[src/nbm_pkg.sv]
// Purpose: Shared constants for the nine-bit multiprocessor serial port
// Assumes: Byte-wide special function register access
// Notes: All offsets, reset values and cycle counts live here
package nbm_pkg;

  // Register offsets on the special function register port
  localparam logic [7:0] OFS_CONTROL = 8'hF1;
  localparam logic [7:0] OFS_DATA = 8'hF2;
  localparam logic [7:0] OFS_ADDR = 8'hF3;
  localparam logic [7:0] OFS_MASK = 8'hAE;

  // Reset values
  localparam logic [7:0] RST_CONTROL = 8'h00;
  localparam logic [7:0] RST_BYTE = 8'h00;

  // Control register bit positions
  localparam int BIT_MODE_HI = 7;
  localparam int BIT_MODE_LO = 6;
  localparam int BIT_MULTIPROC = 5;
  localparam int BIT_REN = 4;
  localparam int BIT_TB8 = 3;
  localparam int BIT_RB8 = 2;
  localparam int BIT_TI = 1;
  localparam int BIT_RI = 0;

  // Mode field encodings
  localparam logic [1:0] MODE_SYNC = 2'h0;
  localparam logic [1:0] MODE_8VAR = 2'h1;
  localparam logic [1:0] MODE_9FIX = 2'h2;
  localparam logic [1:0] MODE_9VAR = 2'h3;

  // Sixteen-times oversampling counts
  localparam logic [3:0] OVS_LAST = 4'hF;
  localparam logic [3:0] OVS_MID = 4'h7;

  // Fixed-rate tick: bit time 64 or 32 clocks, so 4 or 2 clocks a tick
  localparam int FIX_BIT_SLOW = 64;
  localparam int FIX_BIT_FAST = 32;
  localparam int OVS_FACTOR = 16;
  localparam logic [1:0] FIX_LAST_SLOW = 2'(FIX_BIT_SLOW / OVS_FACTOR - 1);
  localparam logic [1:0] FIX_LAST_FAST = 2'(FIX_BIT_FAST / OVS_FACTOR - 1);

  // Synchronous mode: bit time of 12 clocks, clock low for first half
  localparam logic [3:0] SYNC_LAST = 4'hB;
  localparam logic [3:0] SYNC_HALF = 4'h6;

  // Frame bit indices
  localparam logic [3:0] LAST_BIT_8 = 4'h8;
  localparam logic [3:0] LAST_BIT_9 = 4'h9;
  localparam logic [3:0] TX_LAST_8 = 4'h9;
  localparam logic [3:0] TX_LAST_9 = 4'hA;
  localparam logic [3:0] SYNC_BITS_LAST = 4'h7;

  // Engine states
  typedef enum logic [1:0] {TX_IDLE, TX_ASYNC, TX_SYNC} nbm_tx_t;
  typedef enum logic [1:0] {RX_IDLE, RX_START, RX_BITS, RX_SYNC} nbm_rx_t;

endpackage : nbm_pkg

[src/nbm_uart.sv]
// Purpose: Nine-bit multiprocessor serial port with address recognition
// Assumes: Byte register port, timer overflows supplied as pulses
// Notes: Status bank select and rate doubler come in as plain inputs
`timescale 1ns/1ps
module nbm_uart
  import nbm_pkg::*;
(
  input wire logic MCLK_I,
  input wire logic RST_I,
  input wire logic [7:0] SFR_ADDR_I,
  input wire logic SFR_WR_I,
  input wire logic SFR_RD_I,
  input wire logic [7:0] SFR_WDATA_I,
  output logic [7:0] SFR_RDATA_O,
  input wire logic RATE_DOUBLER_I,
  input wire logic STATUS_BANK_SEL_I,
  input wire logic TX_TICK_SOURCE_SEL_I,
  input wire logic RX_TICK_SOURCE_SEL_I,
  input wire logic TMR1_OVF_I,
  input wire logic TMR4_OVF_I,
  input wire logic RX_I,
  output logic RX_O,
  output logic RX_OE_O,
  output logic TX_O,
  output logic SERIAL_EVENT_O
);

  // Control and status bits
  logic sm0_q, sm1_q, sm2_q, ren_q, tb8_q, rb8_q, ti_q, ri_q;
  logic fe_q, ovr_q, col_q;
  logic [7:0] addr_q; // Own address value
  logic [7:0] mask_q; // Own address mask
  logic [7:0] rbuf_q; // Receive latch
  logic unread_q; // Latch holds a byte software has not read

  // Transmit engine
  nbm_tx_t tx_st_q;
  logic [10:0] tx_sh_q; // Frame shifter, LSB leaves first
  logic [3:0] tx_os_q; // Oversample count
  logic [3:0] tx_bit_q; // Bit index

  // Receive engine
  nbm_rx_t rx_st_q;
  logic [9:0] rx_sh_q; // Sample shifter, fills from the top
  logic [3:0] rx_os_q;
  logic [3:0] rx_bit_q;
  logic rx_prev_q; // Previous line level for edge detect

  // Shared synchronous-mode clock divider
  logic [3:0] s_cnt_q;

  // Decode
  wire [1:0] mode = {sm0_q, sm1_q};
  wire nine = mode[1]; // Modes 2 and 3 carry a ninth bit
  wire async = (mode != MODE_SYNC);
  wire bank = STATUS_BANK_SEL_I;
  wire wr_ctl = SFR_WR_I && (SFR_ADDR_I == OFS_CONTROL);
  wire wr_buf = SFR_WR_I && (SFR_ADDR_I == OFS_DATA);
  wire wr_adr = SFR_WR_I && (SFR_ADDR_I == OFS_ADDR);
  wire wr_msk = SFR_WR_I && (SFR_ADDR_I == OFS_MASK);
  wire rd_buf = SFR_RD_I && (SFR_ADDR_I == OFS_DATA);
  wire tx_tick;
  wire rx_tick;

  // Control read view swaps on bank select
  wire [2:0] top3 = bank ? {fe_q, ovr_q, col_q}
                         : {sm0_q, sm1_q, sm2_q};
  wire [7:0] ctl_view = {top3, ren_q, tb8_q, rb8_q, ti_q, ri_q};
  wire [7:0] rdata_d = (SFR_ADDR_I == OFS_CONTROL) ? ctl_view :
                       (SFR_ADDR_I == OFS_DATA) ? rbuf_q :
                       (SFR_ADDR_I == OFS_ADDR) ? addr_q :
                       (SFR_ADDR_I == OFS_MASK) ? mask_q : 8'h00;

  // Synchronous-mode shift clock
  wire s_active = (tx_st_q == TX_SYNC) || (rx_st_q == RX_SYNC);
  wire s_tick = s_active && (s_cnt_q == SYNC_LAST);

  // Transmit start and collision
  wire tx_busy = (tx_st_q != TX_IDLE) || (rx_st_q == RX_SYNC);
  wire tx_start = wr_buf && !tx_busy;
  wire col_set = wr_buf && tx_busy;
  wire [3:0] tx_last = nine ? TX_LAST_9 : TX_LAST_8;
  wire tx_shift_a = (tx_st_q == TX_ASYNC) && tx_tick && (tx_os_q == OVS_LAST);
  wire tx_shift_s = (tx_st_q == TX_SYNC) && s_tick;
  // Transmit flag at stop-bit start, or after the eighth sync bit
  wire ti_set = (tx_shift_a && (tx_bit_q + 4'h1 == tx_last))
                || (tx_shift_s && (tx_bit_q == SYNC_BITS_LAST));
  wire tx_ninth = nine ? tb8_q : 1'b1;

  // Receive sampling
  wire [9:0] rx_sh_new = {RX_I, rx_sh_q[9:1]};
  wire rx_fall = rx_prev_q && !RX_I;
  wire rx_go = (rx_st_q == RX_IDLE) && ren_q && async && rx_fall;
  wire rx_sync_go = (rx_st_q == RX_IDLE) && ren_q && !async && !ri_q
                    && (tx_st_q == TX_IDLE) && !wr_buf;
  wire rx_mid = rx_tick && (rx_os_q == OVS_LAST);
  wire rx_start_ok = (rx_st_q == RX_START) && rx_tick && (rx_os_q == OVS_MID);
  wire [3:0] rx_last = nine ? LAST_BIT_9 : LAST_BIT_8;
  wire rx_end = (rx_st_q == RX_BITS) && rx_mid && (rx_bit_q == rx_last);
  wire sync_sample = (rx_st_q == RX_SYNC) && s_tick;
  wire rx_sync_end = sync_sample && (rx_bit_q == SYNC_BITS_LAST);

  // Frame fields once the stop bit is in
  wire [7:0] rx_byte = nine ? rx_sh_new[7:0] : rx_sh_new[8:1];
  wire rx_ninth = rx_sh_new[8];
  wire rx_stop = rx_sh_new[9];

  // Own address: only masked positions compared
  wire own_hit = ((rx_byte ^ addr_q) & mask_q) == 8'h00;
  // Broadcast: ones of address OR mask must be received as ones
  wire bcast_hit = ((~rx_byte) & (addr_q | mask_q)) == 8'h00;
  wire mp_ok = nine ? (rx_ninth && (own_hit || bcast_hit))
                    : rx_stop;
  wire accept_a = rx_end && !ri_q && (!sm2_q || mp_ok);
  wire ri_set = accept_a || rx_sync_end;
  // Eight-bit mode keeps the stop bit in the ninth receive bit
  wire rb8_new = nine ? rx_ninth : rx_stop;
  wire ovr_set = accept_a && unread_q;
  wire fe_set = rx_end && !rx_stop;

  // Error flags clear only by writing zero with the status bank selected
  wire clr_ok = wr_ctl && bank;
  wire fe_d = fe_set || (fe_q && !(clr_ok && !SFR_WDATA_I[BIT_MODE_HI]));
  wire ovr_d = ovr_set || (ovr_q && !(clr_ok && !SFR_WDATA_I[BIT_MODE_LO]));
  wire col_d = col_set
               || (col_q && !(clr_ok && !SFR_WDATA_I[BIT_MULTIPROC]));
  // Hardware set wins over a same-cycle software clear
  wire ti_d = ti_set || (wr_ctl ? SFR_WDATA_I[BIT_TI] : ti_q);
  wire ri_d = ri_set || (wr_ctl ? SFR_WDATA_I[BIT_RI] : ri_q);

  // Line outputs
  wire sclk = (s_cnt_q < SYNC_HALF) ? 1'b0 : 1'b1;
  wire tx_line_d = s_active ? sclk :
                   (tx_st_q == TX_ASYNC) ? tx_sh_q[0] : 1'b1;
  wire rxoe_d = (tx_st_q == TX_SYNC);

  // Baud tick generators, one per direction
  nbm_tick u_tx_tick (
    .clk_i(MCLK_I),
    .rst_i(RST_I),
    .mode_i(mode),
    .smod_i(RATE_DOUBLER_I),
    .src_sel_i(TX_TICK_SOURCE_SEL_I),
    .t1_ovf_i(TMR1_OVF_I),
    .t4_ovf_i(TMR4_OVF_I),
    .tick_o(tx_tick)
  );

  nbm_tick u_rx_tick (
    .clk_i(MCLK_I),
    .rst_i(RST_I),
    .mode_i(mode),
    .smod_i(RATE_DOUBLER_I),
    .src_sel_i(RX_TICK_SOURCE_SEL_I),
    .t1_ovf_i(TMR1_OVF_I),
    .t4_ovf_i(TMR4_OVF_I),
    .tick_o(rx_tick)
  );

  // Control register and address registers
  always_ff @(posedge MCLK_I or posedge RST_I)
    if (RST_I)
    begin
      {sm0_q, sm1_q, sm2_q, ren_q} <= RST_CONTROL[7:4];
      {tb8_q, rb8_q, ti_q, ri_q} <= RST_CONTROL[3:0];
      {fe_q, ovr_q, col_q} <= 3'h0;
      addr_q <= RST_BYTE;
      mask_q <= RST_BYTE;
    end
    else
    begin
      // Mode bits writable only with the mode bank selected
      if (wr_ctl && !bank)
      begin
        sm0_q <= SFR_WDATA_I[BIT_MODE_HI];
        sm1_q <= SFR_WDATA_I[BIT_MODE_LO];
        sm2_q <= SFR_WDATA_I[BIT_MULTIPROC];
      end
      if (wr_ctl)
      begin
        ren_q <= SFR_WDATA_I[BIT_REN];
        tb8_q <= SFR_WDATA_I[BIT_TB8];
      end
      // Received ninth bit beats a software write
      if (accept_a)
        rb8_q <= rb8_new;
      else if (wr_ctl)
        rb8_q <= SFR_WDATA_I[BIT_RB8];
      ti_q <= ti_d;
      ri_q <= ri_d;
      fe_q <= fe_d;
      ovr_q <= ovr_d;
      col_q <= col_d;
      if (wr_adr)
        addr_q <= SFR_WDATA_I;
      if (wr_msk)
        mask_q <= SFR_WDATA_I;
    end

  // Receive latch and unread tracking
  always_ff @(posedge MCLK_I or posedge RST_I)
    if (RST_I)
    begin
      rbuf_q <= RST_BYTE;
      unread_q <= 1'b0;
    end
    else if (ri_set)
    begin
      rbuf_q <= accept_a ? rx_byte : rx_sh_new[9:2];
      unread_q <= 1'b1;
    end
    else if (rd_buf)
      unread_q <= 1'b0;

  // Synchronous clock divider
  always_ff @(posedge MCLK_I or posedge RST_I)
    if (RST_I)
      s_cnt_q <= 4'h0;
    else if (!s_active || s_tick)
      s_cnt_q <= 4'h0;
    else
      s_cnt_q <= s_cnt_q + 4'h1;

  // Transmit engine
  always_ff @(posedge MCLK_I or posedge RST_I)
    if (RST_I)
    begin
      tx_st_q <= TX_IDLE;
      tx_sh_q <= 11'h7FF;
      tx_os_q <= 4'h0;
      tx_bit_q <= 4'h0;
    end
    else
    begin
      case (tx_st_q)
        TX_IDLE:
          if (tx_start)
          begin
            // Stop, ninth, data, start; sync sends data only
            tx_sh_q <= async ? {1'b1, tx_ninth, SFR_WDATA_I, 1'b0}
                             : {3'h7, SFR_WDATA_I};
            tx_os_q <= 4'h0;
            tx_bit_q <= 4'h0;
            tx_st_q <= async ? TX_ASYNC : TX_SYNC;
          end
        TX_ASYNC:
          if (tx_tick)
          begin
            tx_os_q <= tx_os_q + 4'h1;
            if (tx_os_q == OVS_LAST)
            begin
              tx_sh_q <= {1'b1, tx_sh_q[10:1]};
              tx_bit_q <= tx_bit_q + 4'h1;
              if (tx_bit_q == tx_last)
                tx_st_q <= TX_IDLE;
            end
          end
        TX_SYNC:
          if (s_tick)
          begin
            tx_sh_q <= {1'b1, tx_sh_q[10:1]};
            tx_bit_q <= tx_bit_q + 4'h1;
            if (tx_bit_q == SYNC_BITS_LAST)
              tx_st_q <= TX_IDLE;
          end
        default:
          tx_st_q <= TX_IDLE;
      endcase
    end

  // Receive engine
  always_ff @(posedge MCLK_I or posedge RST_I)
    if (RST_I)
    begin
      rx_st_q <= RX_IDLE;
      rx_sh_q <= 10'h000;
      rx_os_q <= 4'h0;
      rx_bit_q <= 4'h0;
      rx_prev_q <= 1'b1;
    end
    else
    begin
      rx_prev_q <= RX_I;
      // Clearing receive enable abandons a frame in flight
      if (!ren_q)
        rx_st_q <= RX_IDLE;
      else
        case (rx_st_q)
          RX_IDLE:
          begin
            rx_os_q <= 4'h0;
            rx_bit_q <= 4'h0;
            if (rx_go)
              rx_st_q <= RX_START;
            else if (rx_sync_go)
              rx_st_q <= RX_SYNC;
          end
          RX_START:
            if (rx_tick)
            begin
              rx_os_q <= rx_os_q + 4'h1;
              // Start bit checked at its middle, glitches rejected
              if (rx_os_q == OVS_MID)
              begin
                rx_os_q <= 4'h0;
                rx_st_q <= RX_I ? RX_IDLE : RX_BITS;
              end
            end
          RX_BITS:
            if (rx_tick)
            begin
              rx_os_q <= rx_os_q + 4'h1;
              if (rx_mid)
              begin
                rx_sh_q <= rx_sh_new;
                rx_bit_q <= rx_bit_q + 4'h1;
                if (rx_end)
                  rx_st_q <= RX_IDLE;
              end
            end
          RX_SYNC:
            if (sync_sample)
            begin
              rx_sh_q <= rx_sh_new;
              rx_bit_q <= rx_bit_q + 4'h1;
              if (rx_sync_end)
                rx_st_q <= RX_IDLE;
            end
          default:
            rx_st_q <= RX_IDLE;
        endcase
    end

  // Registered outputs
  always_ff @(posedge MCLK_I or posedge RST_I)
    if (RST_I)
    begin
      SFR_RDATA_O <= 8'h00;
      TX_O <= 1'b1;
      RX_O <= 1'b1;
      RX_OE_O <= 1'b0;
      SERIAL_EVENT_O <= 1'b0;
    end
    else
    begin
      if (SFR_RD_I)
        SFR_RDATA_O <= rdata_d;
      TX_O <= tx_line_d;
      RX_O <= tx_sh_q[0];
      RX_OE_O <= rxoe_d;
      SERIAL_EVENT_O <= ti_q || ri_q;
    end

endmodule : nbm_uart

[src/nbm_tick.sv]
// Purpose: Oversampling tick for one direction of the serial port
// Assumes: Timer overflow inputs are one-cycle pulses
// Notes: One tick is a sixteenth of a bit time
`timescale 1ns/1ps
module nbm_tick
  import nbm_pkg::*;
(
  input wire logic clk_i,
  input wire logic rst_i,
  input wire logic [1:0] mode_i,
  input wire logic smod_i,
  input wire logic src_sel_i,
  input wire logic t1_ovf_i,
  input wire logic t4_ovf_i,
  output logic tick_o
);

  logic [1:0] fix_q; // Fixed-rate divider
  logic half_q; // Halves the auto-reload timer rate
  logic fix_tick; // Fixed-rate tick
  logic var_tick; // Timer-derived tick
  logic tick_d;

  // Fixed rate: system clock over 64, or over 32 when doubled
  assign fix_tick = smod_i ? (fix_q[0] == FIX_LAST_FAST[0])
                           : (fix_q == FIX_LAST_SLOW);
  // Second timer already runs at half rate; first timer halved w/o doubler
  assign var_tick = src_sel_i ? t4_ovf_i
                              : (t1_ovf_i & (smod_i | half_q));
  assign tick_d = (mode_i == MODE_9FIX) ? fix_tick :
                  (mode_i == MODE_SYNC) ? 1'b0 : var_tick;

  // Dividers and tick register
  always_ff @(posedge clk_i or posedge rst_i)
    if (rst_i)
    begin
      fix_q <= 2'h0;
      half_q <= 1'b0;
      tick_o <= 1'b0;
    end
    else
    begin
      fix_q <= fix_q + 2'h1;
      if (t1_ovf_i && !src_sel_i)
        half_q <= ~half_q;
      tick_o <= tick_d;
    end

endmodule : nbm_tick

[config.mk]
export PLATFORM = sky130hd
export DESIGN_NAME = nbm_uart
export DESIGN_NICKNAME = d
export VERILOG_FILES = /design/src/nbm_pkg.sv /design/src/nbm_uart.sv /design/src/nbm_tick.sv
export SDC_FILE = /design/constraint.sdc
export NUM_CORES = 1
export LEC_CHECK = 0
export BUFFER_PORTS_ARGS = -buffer_cell sky130_fd_sc_hd__clkbuf_2
export CORE_MARGIN = 3
export CORE_UTILIZATION = 65
export DETAILED_ROUTE_END_ITERATION = 10
export PLACE_DENSITY = 0.82
export SKIP_LAST_GASP = 1
export SYNTH_ARGS = -nofsm -noshare
export SYNTH_HDL_FRONTEND = slang
export SYNTH_SLANG_ARGS = --single-unit
[constraint.sdc]
create_clock -name MCLK_I -period 4.2 [get_ports MCLK_I]
set_input_delay 0.21 -clock MCLK_I [delete_from_list [all_inputs] [get_ports MCLK_I]]
set_output_delay 0.21 -clock MCLK_I [all_outputs]
set_load 0.05 [all_outputs]
After elaboration in Yosys (flattened, before gate mapping)
Index checks and enable logic that the tools add are counted.
{"block": "totals", "reg_bits": 102, "in_bits": 27, "out_inout_bits": 12, "elab_cells": 260}
{"block": "classes", "addsub": 7, "order_cmp": 1, "eq_ne": 39, "muxes": 75, "bitwise_logic": 11, "n_reduce_logical": 91}
{"operator": "$mux W4", "n": 12}
{"operator": "$mux W8", "n": 6}
{"operator": "$mux W11", "n": 4}
{"operator": "$logic_and A1 B1 Y1", "n": 41}
{"operator": "$mux W10", "n": 4}
{"operator": "$mux W2", "n": 19}
{"operator": "$pmux W4 S3", "n": 3}
{"operator": "$pmux W11 S3", "n": 1}
{"operator": "$eq A8 B8 Y1 const B", "n": 4}
{"operator": "$mux W1", "n": 21}
{"operator": "$add A4 B1 Y4 const B", "n": 5}
{"operator": "$pmux W10 S2", "n": 1}
{"operator": "$and A8 B8 Y8", "n": 2}
{"operator": "$logic_not A1 Y1", "n": 16}
{"operator": "$logic_not A8 Y1", "n": 2}
{"operator": "$reduce_and A5 Y1", "n": 3}
{"operator": "$logic_or A1 B1 Y1", "n": 13}
{"operator": "$eq A2 B2 Y1 const B", "n": 6}
{"operator": "$eq A4 B3 Y1 const B", "n": 3}
{"operator": "$eq A4 B4 Y1", "n": 3}
{"operator": "$eq A4 B4 Y1 const B", "n": 3}
{"operator": "$ne A2 B1 Y1 const B", "n": 6}
{"operator": "$ne A3 B3 Y1 const B", "n": 4}
{"operator": "$reduce_bool A2 Y1", "n": 6}
{"operator": "other kinds (22)", "n": 36}

Depth between registers and ports, before layout
Gate-level depths: netlist of run 1.
{"block": "depth", "depth_word": 11, "ltp_mapped": 10, "ltp_nobuf": 8}

Hierarchy
Synthesis of run 1 repeated with hierarchy kept, for this count alone.
{"block": "hier_totals", "cells_unflattened": 527, "area_unflattened_um2": 5398.9}
{"module": "nbm_uart", "instances": 1, "cells_per_inst": 497, "area_per_inst_um2": 5053.6}
{"module": "nbm_tick", "instances": 2, "cells_per_inst": 15, "area_per_inst_um2": 172.7}

Least setup slack after synthesis of run 1
No wires, ideal clock.
{"block": "synth_timing", "kind": "register to register", "startpoint": "register rx_st_q[0]", "endpoint": "register tx_bit_q[1]", "setup_time_ps": 119, "arrival_ps": 1933, "required_ps": 4081, "setup_slack_ps": 2148, "stages_incl_launch_ff": 11, "path_buffers": 3, "period_less_slack_ps": 2052, "path_cell_list": "dfrtp_1 > ha_1 > clkbuf_1 > nor2b_1 > a41oi_2 > a221o_1 > or2_1 > buf_6 > buf_6 > nand2_1 > o21ai_2"}
{"block": "synth_via", "elab_chain_cells": 6, "word_cells_on_any_way": 9}
{"element": "start: declaration", "line": "nbm_uart.sv:43", "rtl": "nbm_rx_t rx_st_q;"}
{"element": "start signal: assignment", "line": "nbm_uart.sv:306", "rtl": "rx_st_q <= RX_I ? RX_IDLE : RX_BITS;"}
{"element": "$eq A2 B2 Y1 (*)", "line": "nbm_uart.sv:75, nbm_uart.sv:79"}
{"element": "$logic_or A1 B1 Y1", "line": "nbm_uart.sv:79", "rtl": "wire tx_busy = (tx_st_q != TX_IDLE) || (rx_st_q == RX_SYNC);"}
{"element": "$logic_not A1 Y1", "line": "nbm_uart.sv:80", "rtl": "wire tx_start = wr_buf && !tx_busy;"}
{"element": "$logic_and A1 B1 Y1", "line": "nbm_uart.sv:80"}
{"element": "$ne A2 B2 Y1 (no source line)"}
{"element": "$reduce_and A5 Y1 (no source line) (*)"}
{"element": "end signal: assignment", "line": "nbm_uart.sv:253", "rtl": "tx_bit_q <= tx_bit_q + 4'h1;"}
{"element": "end signal: assignment", "line": "nbm_uart.sv:262", "rtl": "tx_bit_q <= tx_bit_q + 4'h1;"}
{"element": "end: declaration", "line": "nbm_uart.sv:40", "rtl": "logic [3:0] tx_bit_q;"}
Every way passes the cells marked *; elsewhere a longest branch is shown, timed or not.
A chain may end at the register's enable or synchronous reset.

Worst setup path after layout of run 1
{"block": "layout_timing", "startpoint": "register sm0_q (netlist: nine)", "endpoint": "register rbuf_q[0]"}
{"block": "layout_via", "elab_chain_cells": 10, "word_cells_on_any_way": 18}
{"element": "start: declaration", "line": "nbm_uart.sv:29", "rtl": "logic sm0_q, sm1_q, sm2_q, ren_q, tb8_q, rb8_q, ti_q, ri_q;"}
{"element": "start signal: assignment", "line": "nbm_uart.sv:164", "rtl": "{sm0_q, sm1_q, sm2_q, ren_q} <= RST_CONTROL[7:4];"}
{"element": "start signal: assignment", "line": "nbm_uart.sv:175", "rtl": "sm0_q <= SFR_WDATA_I[BIT_MODE_HI];"}
{"element": "$mux W8", "line": "nbm_uart.sv:104", "rtl": "wire [7:0] rx_byte = nine ? rx_sh_new[7:0] : rx_sh_new[8:1];"}
{"element": "$xor A8 B8 Y8 or $not A8 Y8 (tied branches)", "line": "nbm_uart.sv:109, nbm_uart.sv:111"}
{"element": "$and A8 B8 Y8 (on tied branches)", "line": "nbm_uart.sv:109, nbm_uart.sv:111"}
{"element": "$logic_not A8 Y1 (on tied branches)", "line": "nbm_uart.sv:109, nbm_uart.sv:111"}
{"element": "$logic_or A1 B1 Y1", "line": "nbm_uart.sv:112", "rtl": "wire mp_ok = nine ? (rx_ninth && (own_hit || bcast_hit))"}
{"element": "$logic_and A1 B1 Y1", "line": "nbm_uart.sv:112"}
{"element": "$mux W1", "line": "nbm_uart.sv:112"}
{"element": "$logic_or A1 B1 Y1", "line": "nbm_uart.sv:114", "rtl": "wire accept_a = rx_end && !ri_q && (!sm2_q || mp_ok);"}
{"element": "$logic_and A1 B1 Y1", "line": "nbm_uart.sv:114"}
{"element": "$mux W8 or $logic_or A1 B1 Y1 (tied branches)", "line": "nbm_uart.sv:209, nbm_uart.sv:115"}
{"element": "end signal: assignment", "line": "nbm_uart.sv:209", "rtl": "rbuf_q <= accept_a ? rx_byte : rx_sh_new[9:2];"}
{"element": "end: declaration", "line": "nbm_uart.sv:33", "rtl": "logic [7:0] rbuf_q;"}
Several ways; a longest one is shown, not always the timed one.

==> metrics.csv, run 1 <==
metric;value;unit
path_buf_inv;1;
cp_num_cells;7;
ys_warn_count;0;
wire_per_inst;18.3;um
worstSetupPathType;reg -> reg;
worstPathCellList;buf_4, mux2i_1, xnor2_1, a22oi_1, nand4_1, a21oi_2, mux2i_1;
r2r_start;nine;
path_common_cell;mux2i_1;
dp_cells;636;
rrSetupSlack;1.63;ns
drt_first_iter_violations;282;
endpoint_kind;flop;
syn_area;0.00538;sq mm
worstPathMaxFanout;28;
diodes;0;
layout-drive-gt1-share;0.234;
dpl.hpwl;8650;um
critPathArrivalTime;2.86;ns
synth-seq-cells;100;
grt_pass1_vias;4036;
detail_route.vias_per_cell;6.28;
finalSetupViolCount;0;
leakagePower;0.00258;uW
rows;32;
ant_nets;0;
cts_made_buffers;9;
syn-num-nets;560;
worstSetupStartpointType;flop;
insertion_delay;0.37;ns
globalplace.congestion;0.921;
vias;4104;
status;finished, final reports clean;
synth_edf_count;0;
async_reset_ff_frac;1.00;
cts_setup_buffers;0;
rsz0062_at_grt;no;
slew_headroom;0.372;
reg2reg_to;rbuf_q[0];
htreeDepth;3;
io_buffers;38;
grt_usage;0.263;
overflow;0;
ys_types;62;
cts.sinks;100;
tightest_slew;0.943;ns
min_period;2.57;ns
tns;0;ns
worstSetupStartpoint;nine;
multi_input_area;0.00266;sq mm
cts_buffer_depth;2;
cts.clk_slew.worst_paths;0.09;ns
drcViolationCount;0;
boundaryPins;39;
hold_viol_final;0;
fin_nets;589;
cp-endpoint;rbuf_q[0];
crit_family;compound AO/OA/AOI/OAI gates;
dr.pass1.iters;5;
drv_slew;0;
seq_area;0.00252;sq mm
hold_path.class;in -> async;
postLayoutCellArea;0.00578;sq mm
root_buffer;clkbuf_8;
synth_ff_type;dfrtp_1;
grt_pass1_wl;20200;um
cpPeakStageDelay;0.69;ns
critPathRequiredTime;4.49;ns
start_util;0.682;
syn_area_per_cell;10.4;sq um
fp.dieArea;0.00940;sq mm
slowest_stage;a21oi_2;
seq_area_frac_synth;0.468;
instances_no_fill;653;
place_area;0.00559;sq mm
antenna_found_initial;0;
grt_max_degree;74;
fin_skew;0.0107;ns
dieWidth;96.9;um
synthToLayoutAreaGrowth;7.59;%
drt-total-wl;11900;um
core-area;0.00789;sq mm
syn_inst;517;
ctsResizeCount;0;
p_per_area;413;mW/mm^2
r2r_cells;7;
cts_tree;built;
die_h;96.9;um
fmax;0.389;GHz
finalCritPeriodShare;0.612;
cap_violations;0;
fillers;568;
irDropWorstVdd;0.365;mV
flip-flops by register name, summed over array words and instances (netlist names), 2 cells and up:
register	count
addr_q	8
rx_os_q	4
s_cnt_q	4
rx_st_q	2
tx_bit_q	4
tx_st_q	2
rbuf_q	8
tx_sh_q	10
u_rx_tick.fix_q	2
u_tx_tick.fix_q	2
rx_bit_q	4
mask_q	8
rx_sh_q	9
tx_os_q	4
SFR_RDATA_O	8
final cells by class:
cell class,count,share of cell area
Clock inverter,4,0.00584
Sequential cell,100,0.435
Clock buffer,12,0.0268
Multi-Input combinational cell,376,0.460
Timing Repair Buffer,42,0.0385
Tap cell,102,0.0221
Inverter,17,0.0115
worst reg2reg max path, delay by kind of cell, from the launching register on:
family | cells | cell delay [ns]
AOI/OAI and AO/OA | 2 | 0.89
xor gates and xnor gates | 1 | 0.11
buffers and inverters | 1 | 0.33
DFF | 1 | 0.33
muxes | 2 | 0.69
and+or+nand+nor | 1 | 0.15
placed cells by master (no fill, tap or decap), types with 11 or more instances in the layout:
cell,synthesis,final
xnor2_1,13,13
nor2_1,27,27
mux2_2,37,37
ha_1,16,16
a21oi_1,27,27
o21ai_0,51,51
mux2i_1,34,34
clkbuf_8,0,11
inv_1,17,16
dfrtp_1,87,87
dfstp_2,13,13
clkbuf_2,1,38
nand2_1,56,56
worst min-delay path by stage:
stage                    start        end  slack [ns]  cells past startpoint
finish                   RST_I  addr_q[2]        0.02                      2
global route             RST_I  addr_q[5]        0.08                      2
CTS                      RST_I       nine        0.06                      2
detailed placement  tx_sh_q[0]       RX_O        0.37                      0
global placement          RX_I  rx_prev_q        0.37                      1
floorplan                 RX_I  rx_prev_q        0.21                      0
routing by layer:
metal  global-route usage  part of all wire  vias to the layer above
met5                    0                 0                        -
li1                     -                 -                     1921
met1                0.374              0.45                     2015
met2                0.419              0.47                      151
met4               0.0670             0.015                        0
met3               0.0469             0.066                       17
through the flow:
step	setup slack (ns)	hold WS (ns)	utilization	total power, uW
after CTS	1.66	0.0558	0.733	2400
after global routing	1.36	0.0824	0.733	2530
after detailed placement	1.67	0.367	0.708	1810
final	1.63	0.0220	0.733	2390
after floorplan	1.39	0.214	-	1690
after global placement	1.73	0.367	0.708	1790
what timing repair did:
| item | CTS | global route |
|---|---|---|
| setup endpoints to repair | 0 | 0 |
| hold endpoints to repair | 1 | 0 |
| hold buffers | 1 | 0 |
logic make-up after synthesis:
logic type / count (synthesis) / share of synthesized area
AND/OR/NAND/NOR: 141 / 0.131
XOR/XNOR: 17 / 0.0277
flip-flops: 100 / 0.468
adder cells (fa/ha/maj): 16 / 0.0372
multiplexers: 71 / 0.141
AO/OA/AOI/OAI: 131 / 0.157
buffers and inverters: 41 / 0.0379
synthesized netlist by cell type (2+ instances only):
| master | count | area, sq um |
|---|---|---|
| clkbuf_1 | 13 | 48.8 |
| nor3_1 | 3 | 15.0 |
| nor4_1 | 2 | 12.5 |
| buf_2 | 3 | 15.0 |
| and2_1 | 2 | 12.5 |
| inv_1 | 17 | 63.8 |
| o31ai_1 | 2 | 15.0 |
| and3_1 | 3 | 18.8 |
| mux2_2 | 37 | 417 |
| o2111ai_1 | 2 | 17.5 |
| o2bb2ai_1 | 2 | 17.5 |
| o21ai_2 | 9 | 78.8 |
| dfstp_2 | 13 | 342 |
| nand4_1 | 8 | 50.1 |
| o21ai_0 | 51 | 255 |
| mux2i_1 | 34 | 340 |
| a22oi_1 | 8 | 60.1 |
| dfrtp_1 | 87 | 2180 |
| a31oi_1 | 2 | 12.5 |
| a221o_1 | 2 | 20.0 |
| nand3_1 | 10 | 50.1 |
| nor2b_1 | 3 | 18.8 |
| a211o_1 | 2 | 17.5 |
| a211oi_1 | 2 | 15.0 |
| a21o_1 | 2 | 15.0 |
| or3_1 | 4 | 25.0 |
| xor2_1 | 4 | 35.0 |
| or2_2 | 3 | 18.8 |
| buf_6 | 6 | 67.6 |
| nand2b_1 | 5 | 31.3 |
| xnor2_1 | 13 | 114 |
| nor2_1 | 27 | 101 |
| a21oi_1 | 27 | 135 |
| nand2_1 | 56 | 210 |
| a22o_1 | 2 | 17.5 |
| ha_1 | 16 | 200 |
| nand3b_1 | 4 | 30.0 |
| a221oi_1 | 7 | 61.3 |
power breakdown:
part	internal [uW]	switching, uW
clock	253	335
sequential	1110	82.3
combinational	207	401
total	1570	818
(Power assumes the default switching activity.)
==> run 2, diff against run 1 <==
--- a/config.mk
+++ b/config.mk
@@ -7,9 +7,9 @@
 export LEC_CHECK = 0
 export BUFFER_PORTS_ARGS = -buffer_cell sky130_fd_sc_hd__clkbuf_2
 export CORE_MARGIN = 3
-export CORE_UTILIZATION = 65
+export CORE_UTILIZATION = 55
 export DETAILED_ROUTE_END_ITERATION = 10
-export PLACE_DENSITY = 0.82
+export PLACE_DENSITY = 0.74
 export SKIP_LAST_GASP = 1
 export SYNTH_ARGS = -nofsm -noshare
 export SYNTH_HDL_FRONTEND = slang
==> constraint.sdc (replaced) <==
create_clock -name MCLK_I -period 2.3 [get_ports MCLK_I]
set_input_delay 0.115 -clock MCLK_I [delete_from_list [all_inputs] [get_ports MCLK_I]]
set_output_delay 0.115 -clock MCLK_I [all_outputs]
set_load 0.05 [all_outputs]
==> run 2 against run 1 <==
  * Critical path depth stayed put
  * Largest cell class unchanged
  * Combinational power is 86% higher
  * Non-clock buffer count is 11 higher
  * First-iteration DRC count is 15% higher
  * Cell count is 5.8% higher
  * Critical path type unchanged
  * Count of clock-buffer cells in the layout is 1 lower
  * Critical endpoint is now rx_st_q[1]
==> metrics.csv, run 2 (synthesis results as in run 1) <==
metric;value;unit;change
status;finished, final reports clean;;unchanged
grt_pass1_wl;20300;um;was 20200 um
endpoint_kind;flop;;unchanged
vias;4108;;was 4104
min_to;u_tx_tick.half_q;;
worstHoldStart;TMR1_OVF_I;;
largestRegisters;tx_sh_q x10, rx_sh_q x9;;unchanged
layout-drive-gt1-share;0.253;;was 0.234
cts_tree;built;;unchanged
r2r_cells;7;;unchanged
cts.sinks;100;;unchanged
drv_slew;0;;unchanged
boundaryPins;39;;unchanged
core-area;0.00937;sq mm;was 0.00789 sq mm
root_buffer;clkbuf_8;;unchanged
routed.top_layer;met4;;unchanged
insertion_delay;0.37;ns;about the same
cpPeakStageDelay;0.54;ns;was 0.69 ns
dr.pass1.iters;5;;unchanged
worstPathMaxFanout;19;;was 28
min_period;2.16;ns;was 2.57 ns
critPathArrivalTime;2.44;ns;was 2.86 ns
fillers;761;;was 568
detail_route.vias_per_cell;5.95;;was 6.28
mostFrequentLayoutCell;dfrtp_1;;unchanged
place_area;0.00570;sq mm;was 0.00559 sq mm
dpl.hpwl;8880;um;was 8650 um
wl_met1;5600;um;was 5310 um
dieWidth;105;um;was 96.9 um
final_cell_mix;dfrtp_1 (86), nand2_1 (56), o21ai_0 (50);;was dfrtp_1 (87), nand2_1 (56), o21ai_0 (51)
cts_buffer_depth;2;;unchanged
worstSetupStartpointType;flop;;unchanged
p_per_area;744;mW/mm^2;was 413 mW/mm^2
tightest_slew;0.522;ns;was 0.943 ns
cap_violations;0;;unchanged
dp_slack;0.0242;ns;was 1.67 ns
rrSetupSlack;0.14;ns;was 1.63 ns
slowest_stage;dfrtp_2;;was a21oi_2
die_h;105;um;was 96.9 um
critPathRequiredTime;2.59;ns;was 4.49 ns
hold_viol_final;0;;unchanged
fin_skew;0.0127;ns;was 0.0107 ns
seq_power_share;0.493;;was 0.499
leakagePower;0.00263;uW;was 0.00258 uW
reg2reg_to;rx_st_q[1];;was rbuf_q[0]
wire_per_inst;17.5;um;was 18.3 um
switching_share;0.330;;was 0.343
postLayoutCellArea;0.00593;sq mm;was 0.00578 sq mm
rsz0062_at_grt;yes;;was no
grt_usage;0.232;;was 0.263
htreeDepth;3;;unchanged
share_comb_of_total_power;0.257;;was 0.255
fmax;0.464;GHz;was 0.389 GHz
r2r_start;nine;;unchanged
fin_ws;0.145;ns;was 1.63 ns
finalCritPeriodShare;0.937;;was 0.612
cts_made_buffers;9;;unchanged
diodes;0;;unchanged
switchingPower;1450;uW;was 818 uW
ant_nets;0;;unchanged
tns;0;ns;unchanged
rows;35;;was 32
p_int;2960;uW;was 1570 uW
crit_family;compound AO/OA/AOI/OAI gates;;unchanged
finalSetupViolCount;0;;unchanged
largest_register_ffs;10;;unchanged
whs_path_depth;3;;
globalplace.congestion;0.898;;was 0.921
dp_cells;672;;was 636
path_buf_inv;1;;unchanged
hold_path.class;in -> reg;;was in -> async
worstSetupPathType;reg -> reg;;unchanged
drt_first_iter_violations;323;;was 282
fin_hold_ws;0.0276;ns;was 0.0220 ns
worstPathCellList;buf_4, xor2_1, or3_1, o2bb2ai_1, a311oi_2, o2111ai_1, o21ai_0;;was buf_4, mux2i_1, xnor2_1, a22oi_1, nand4_1, a21oi_2, mux2i_1
met3_length;814;um;was 787 um
drt-total-wl;12100;um;was 11900 um
grt_max_degree;101;;was 74
pwr-share-clk;0.250;;was 0.246
fin_nets;600;;was 589
instances_no_fill;691;;was 653
antenna_found_initial;0;;unchanged
grt_pass1_vias;4046;;was 4036
drcViolationCount;0;;unchanged
irDropWorstVdd;0.488;mV;was 0.365 mV
worstSetupStartpoint;nine;;unchanged
synthToLayoutAreaGrowth;10.2;%;was 7.59%
cts.clk_slew.worst_paths;0.09;ns;about the same
io_buffers;38;;unchanged
fp.dieArea;0.0110;sq mm;was 0.00940 sq mm
overflow;0;;unchanged
slew_headroom;0.652;;was 0.372
top_register;tx_sh_q;;unchanged
dr_wl_met2;5370;um;was 5650 um
start_util;0.574;;was 0.682
-- run 2: what timing repair did --
item,4_1_cts,5_1_grt
setup buffers,0,1
setup endpoints to repair,0,19
resized for setup,0,5
hold buffers,2,0
endpoints found under the hold margin,88,0
-- run 2: tightest hold or removal path, cell delays in order --
cell and delay [ns]:
clkbuf_2 0.10, nand2b_1 0.09, xnor2_1 0.06
-- run 2: power by group through the flow --
stage          Combinational (uW)  Clock (uW)  Sequential (uW)
6_report                     1130        1100             2170
3_5_place_dp                 1110           0             2210
3_3_place_gp                 1080           0             2190
5_1_grt                      1280        1200             2200
4_1_cts                      1120        1120             2170
2_1_floorplan                 814           0             2270
-- run 2: layer usage --
layer,vias up,global-route usage
met4,0,0.0712
met5,-,0
met3,25,0.0593
met1,2015,0.334
li1,1934,-
met2,134,0.346
-- run 2: through the flow --
step / utilization / power [uW]
global route: 0.632 / 4680
floorplan: - / 3080
finish: 0.632 / 4410
global placement: 0.608 / 3270
detailed placement: 0.608 / 3320
CTS: 0.631 / 4410
-- run 2: worst max-delay path by stage --
stage                  endpoint  slack (ns)  depth (start not counted)
floorplan           tx_bit_q[1]        0.25                         10
global placement     rx_os_q[3]        0.16                          8
detailed placement   rx_st_q[1]        0.02                          7
CTS                  rx_st_q[1]        0.01                          7
global route         rx_st_q[1]      -0.007                          7
finish               rx_st_q[1]        0.14                          7
-- run 2: area by class of cell --
cell class | instances | area, sq um | area share
clock buffer | 11 | 131 | 0.0222
clock inverter | 5 | 60.1 | 0.0101
inverter | 17 | 67.6 | 0.0114
tap | 129 | 161 | 0.0272
multi-input combinational | 376 | 2670 | 0.450
sequential | 100 | 2520 | 0.425
timing repair buffer | 53 | 320 | 0.0541
==> run 3, diff against run 2 <==
--- a/config.mk
+++ b/config.mk
@@ -7,9 +7,10 @@
 export LEC_CHECK = 0
 export BUFFER_PORTS_ARGS = -buffer_cell sky130_fd_sc_hd__clkbuf_2
 export CORE_MARGIN = 3
-export CORE_UTILIZATION = 55
+export CORE_UTILIZATION = 57
+export CTS_BUF_LIST = sky130_fd_sc_hd__clkbuf_8
 export DETAILED_ROUTE_END_ITERATION = 10
-export PLACE_DENSITY = 0.74
+export PLACE_DENSITY = 0.76
 export SKIP_LAST_GASP = 1
 export SYNTH_ARGS = -nofsm -noshare
 export SYNTH_HDL_FRONTEND = slang
==> run 3 against run 2 <==
  * Clock skew barely moved
  * Largest power group unchanged
  * Routed wire length increased by 1.7%
  * Total power shrank 2.3%
  * Sequential power hardly changed
  * Via count up 1.2%
  * Count of clock-buffer cells in the layout fell by 2
  * Register-to-register slack about the same
  * Sequential share of layout area grew 0.15 points
  * Highest routed layer is now met5
==> metrics.csv, run 3 (synthesis results as in run 1) <==
metric;value;unit;change
status;finished, final reports clean;;unchanged
fmax;0.467;GHz;was 0.464 GHz
slew_headroom;0.610;;was 0.652
reg2reg_to;tx_sh_q[9];;was rx_st_q[1]
worstSetupPathType;reg -> reg;;unchanged
dr.pass1.iters;5;;unchanged
worstPathCellList;ha_1, nor2b_1, a41oi_2, a221o_1, or2_1, buf_6, a21oi_1, a21o_1;;was buf_4, xor2_1, or3_1, o2bb2ai_1, a311oi_2, o2111ai_1, o21ai_0
grt_pass1_vias;3991;;was 4046
detail_route.vias_per_cell;6.20;;was 5.95
use_met2;0.371;;was 0.346
grtUsageMet3;0.0433;;was 0.0593
r2r_cells;8;;was 7
min_period;2.14;ns;was 2.16 ns
seq_area;0.00252;sq mm;unchanged
worstPathMaxFanout;20;;was 19
rows;34;;was 35
tightest_slew;0.584;ns;was 0.522 ns
insertion_delay;0.36;ns;was 0.37 ns
rsz0062_at_grt;no;;was yes
synthToLayoutAreaGrowth;9.82;%;was 10.2%
critPathRequiredTime;2.61;ns;was 2.59 ns
cts.clk_slew.worst_paths;0.09;ns;about the same
globalplace.congestion;0.906;;was 0.898
die_h;103;um;was 105 um
largest_register_ffs;10;;unchanged
vias;4157;;was 4108
top_register;tx_sh_q;;unchanged
worstSetupStartpoint;rx_st_q[0];;was nine
fillers;726;;was 761
core-area;0.00893;sq mm;was 0.00937 sq mm
cts_tree;built;;unchanged
fin_ws;0.157;ns;was 0.145 ns
io_buffers;38;;unchanged
grt_use_met1;0.363;;was 0.334
mostFrequentLayoutCell;dfrtp_1;;unchanged
cts_made_buffers;9;;unchanged
cts.sinks;100;;unchanged
fp.dieArea;0.0106;sq mm;was 0.0110 sq mm
slowest_stage;dfrtp_1;;was dfrtp_2
grt_pass1_wl;20200;um;was 20300 um
antenna_found_initial;1;;was 0
cpPeakStageDelay;0.43;ns;was 0.54 ns
worstSetupStartpointType;flop;;unchanged
tns;0;ns;unchanged
layout-drive-gt1-share;0.254;;was 0.253
top_usage_layer;met2;;unchanged
rrSetupSlack;0.16;ns;was 0.14 ns
finalCritPeriodShare;0.932;;was 0.937
hold_viol_final;0;;unchanged
drv_slew;0;;unchanged
cp-endpoint;tx_sh_q[9];;was rx_st_q[1]
start_util;0.602;;was 0.574
finalSetupViolCount;0;;unchanged
irDropWorstVdd;0.383;mV;was 0.488 mV
final_cell_mix;dfrtp_1 (86), nand2_1 (56), o21ai_0 (50);;unchanged
dp_slack;0.0799;ns;was 0.0242 ns
htreeDepth;3;;unchanged
drcViolationCount;0;;unchanged
wire_per_inst;18.3;um;was 17.5 um
cts_buffer_depth;2;;unchanged
dieWidth;103;um;was 105 um
boundaryPins;39;;unchanged
leakagePower;0.00264;uW;was 0.00263 uW
multi_input_area;0.00266;sq mm;was 0.00267 sq mm
grt_max_degree;43;;was 101
largestRegisters;tx_sh_q x10, rx_sh_q x9;;unchanged
drt-total-wl;12300;um;was 12100 um
r2r_start;rx_st_q[0];;was nine
hold_path.class;in -> reg;;unchanged
p_per_area;730;mW/mm^2;was 744 mW/mm^2
cap_violations;0;;unchanged
fin_nets;601;;was 600
fin_skew;0.0126;ns;was 0.0127 ns
overflow;0;;unchanged
endpoint_kind;flop;;unchanged
diodes;0;;unchanged
dpl.hpwl;9070;um;was 8880 um
grt_usage;0.245;;was 0.232
root_buffer;clkbuf_8;;unchanged
critPathArrivalTime;2.45;ns;was 2.44 ns
ant_nets;0;;unchanged
drt_first_iter_violations;304;;was 323
run 3: repair_timing:
action / in CTS / in global routing
buffers inserted: 0 / 1
gates resized for setup: 0 / 5
hold buffers: 2 / 0
hold endpoints to repair: 16 / 0
endpoints found under the setup margin: 0 / 7
run 3: metal layers:
metal  up-vias  part of all wire
li1       1942                 -
met1      2052              0.47
met2       139              0.45
met3        22             0.061
met4         2             0.013
met5         -            0.0011
run 3: layout make-up:
class                   instances  area share
well taps                     108      0.0229
multi-input cells             376       0.451
clock buffers                   9      0.0210
clock inverters                 7     0.00869
inverters                      17      0.0114
repair buffers                 54      0.0583
flip-flops and latches        100       0.427
run 3: power by group:
group / switching [uW] / internal, uW
clock network: 611 / 399
logic: 716 / 411
registers: 147 / 2020
run 3: critical path: cells and delay by family (launching register included):
| family | cells | cell delay, ns |
|---|---|---|
| AOI/OAI and AO/OA | 4 | 0.74 |
| adders and majority gates | 1 | 0.25 |
| DFF | 1 | 0.43 |
| buffers and inverters | 1 | 0.21 |
| and+or+nand+nor | 2 | 0.46 |
run 3: how the worst min path moves through the flow:
stage / startpoint / end / slack, ns / depth (start not counted)
3_3_place_gp: RST_I / u_rx_tick.half_q / 0.19 / 2
4_1_cts: TMR1_OVF_I / u_tx_tick.half_q / 0.04 / 3
2_1_floorplan: RX_I / rx_prev_q / 0.12 / 0
5_1_grt: TMR1_OVF_I / u_tx_tick.half_q / 0.06 / 3
3_5_place_dp: RST_I / u_rx_tick.half_q / 0.20 / 2
6_report: TMR1_OVF_I / u_tx_tick.half_q / 0.05 / 3
run 3: per-stage QoR:
step | std cells | utilization | cell area [sq um] | power, uW | hold slack (ns)
final | 671 | 0.661 | 5900 | 4310 | 0.0499
after global routing | 671 | 0.661 | 5900 | 4560 | 0.0589
after CTS | 670 | 0.659 | 5890 | 4310 | 0.0354
after detailed placement | 652 | 0.637 | 5690 | 3310 | 0.199
after global placement | 652 | 0.637 | 5690 | 3270 | 0.192
after floorplan | 517 | - | 5380 | 3080 | 0.119
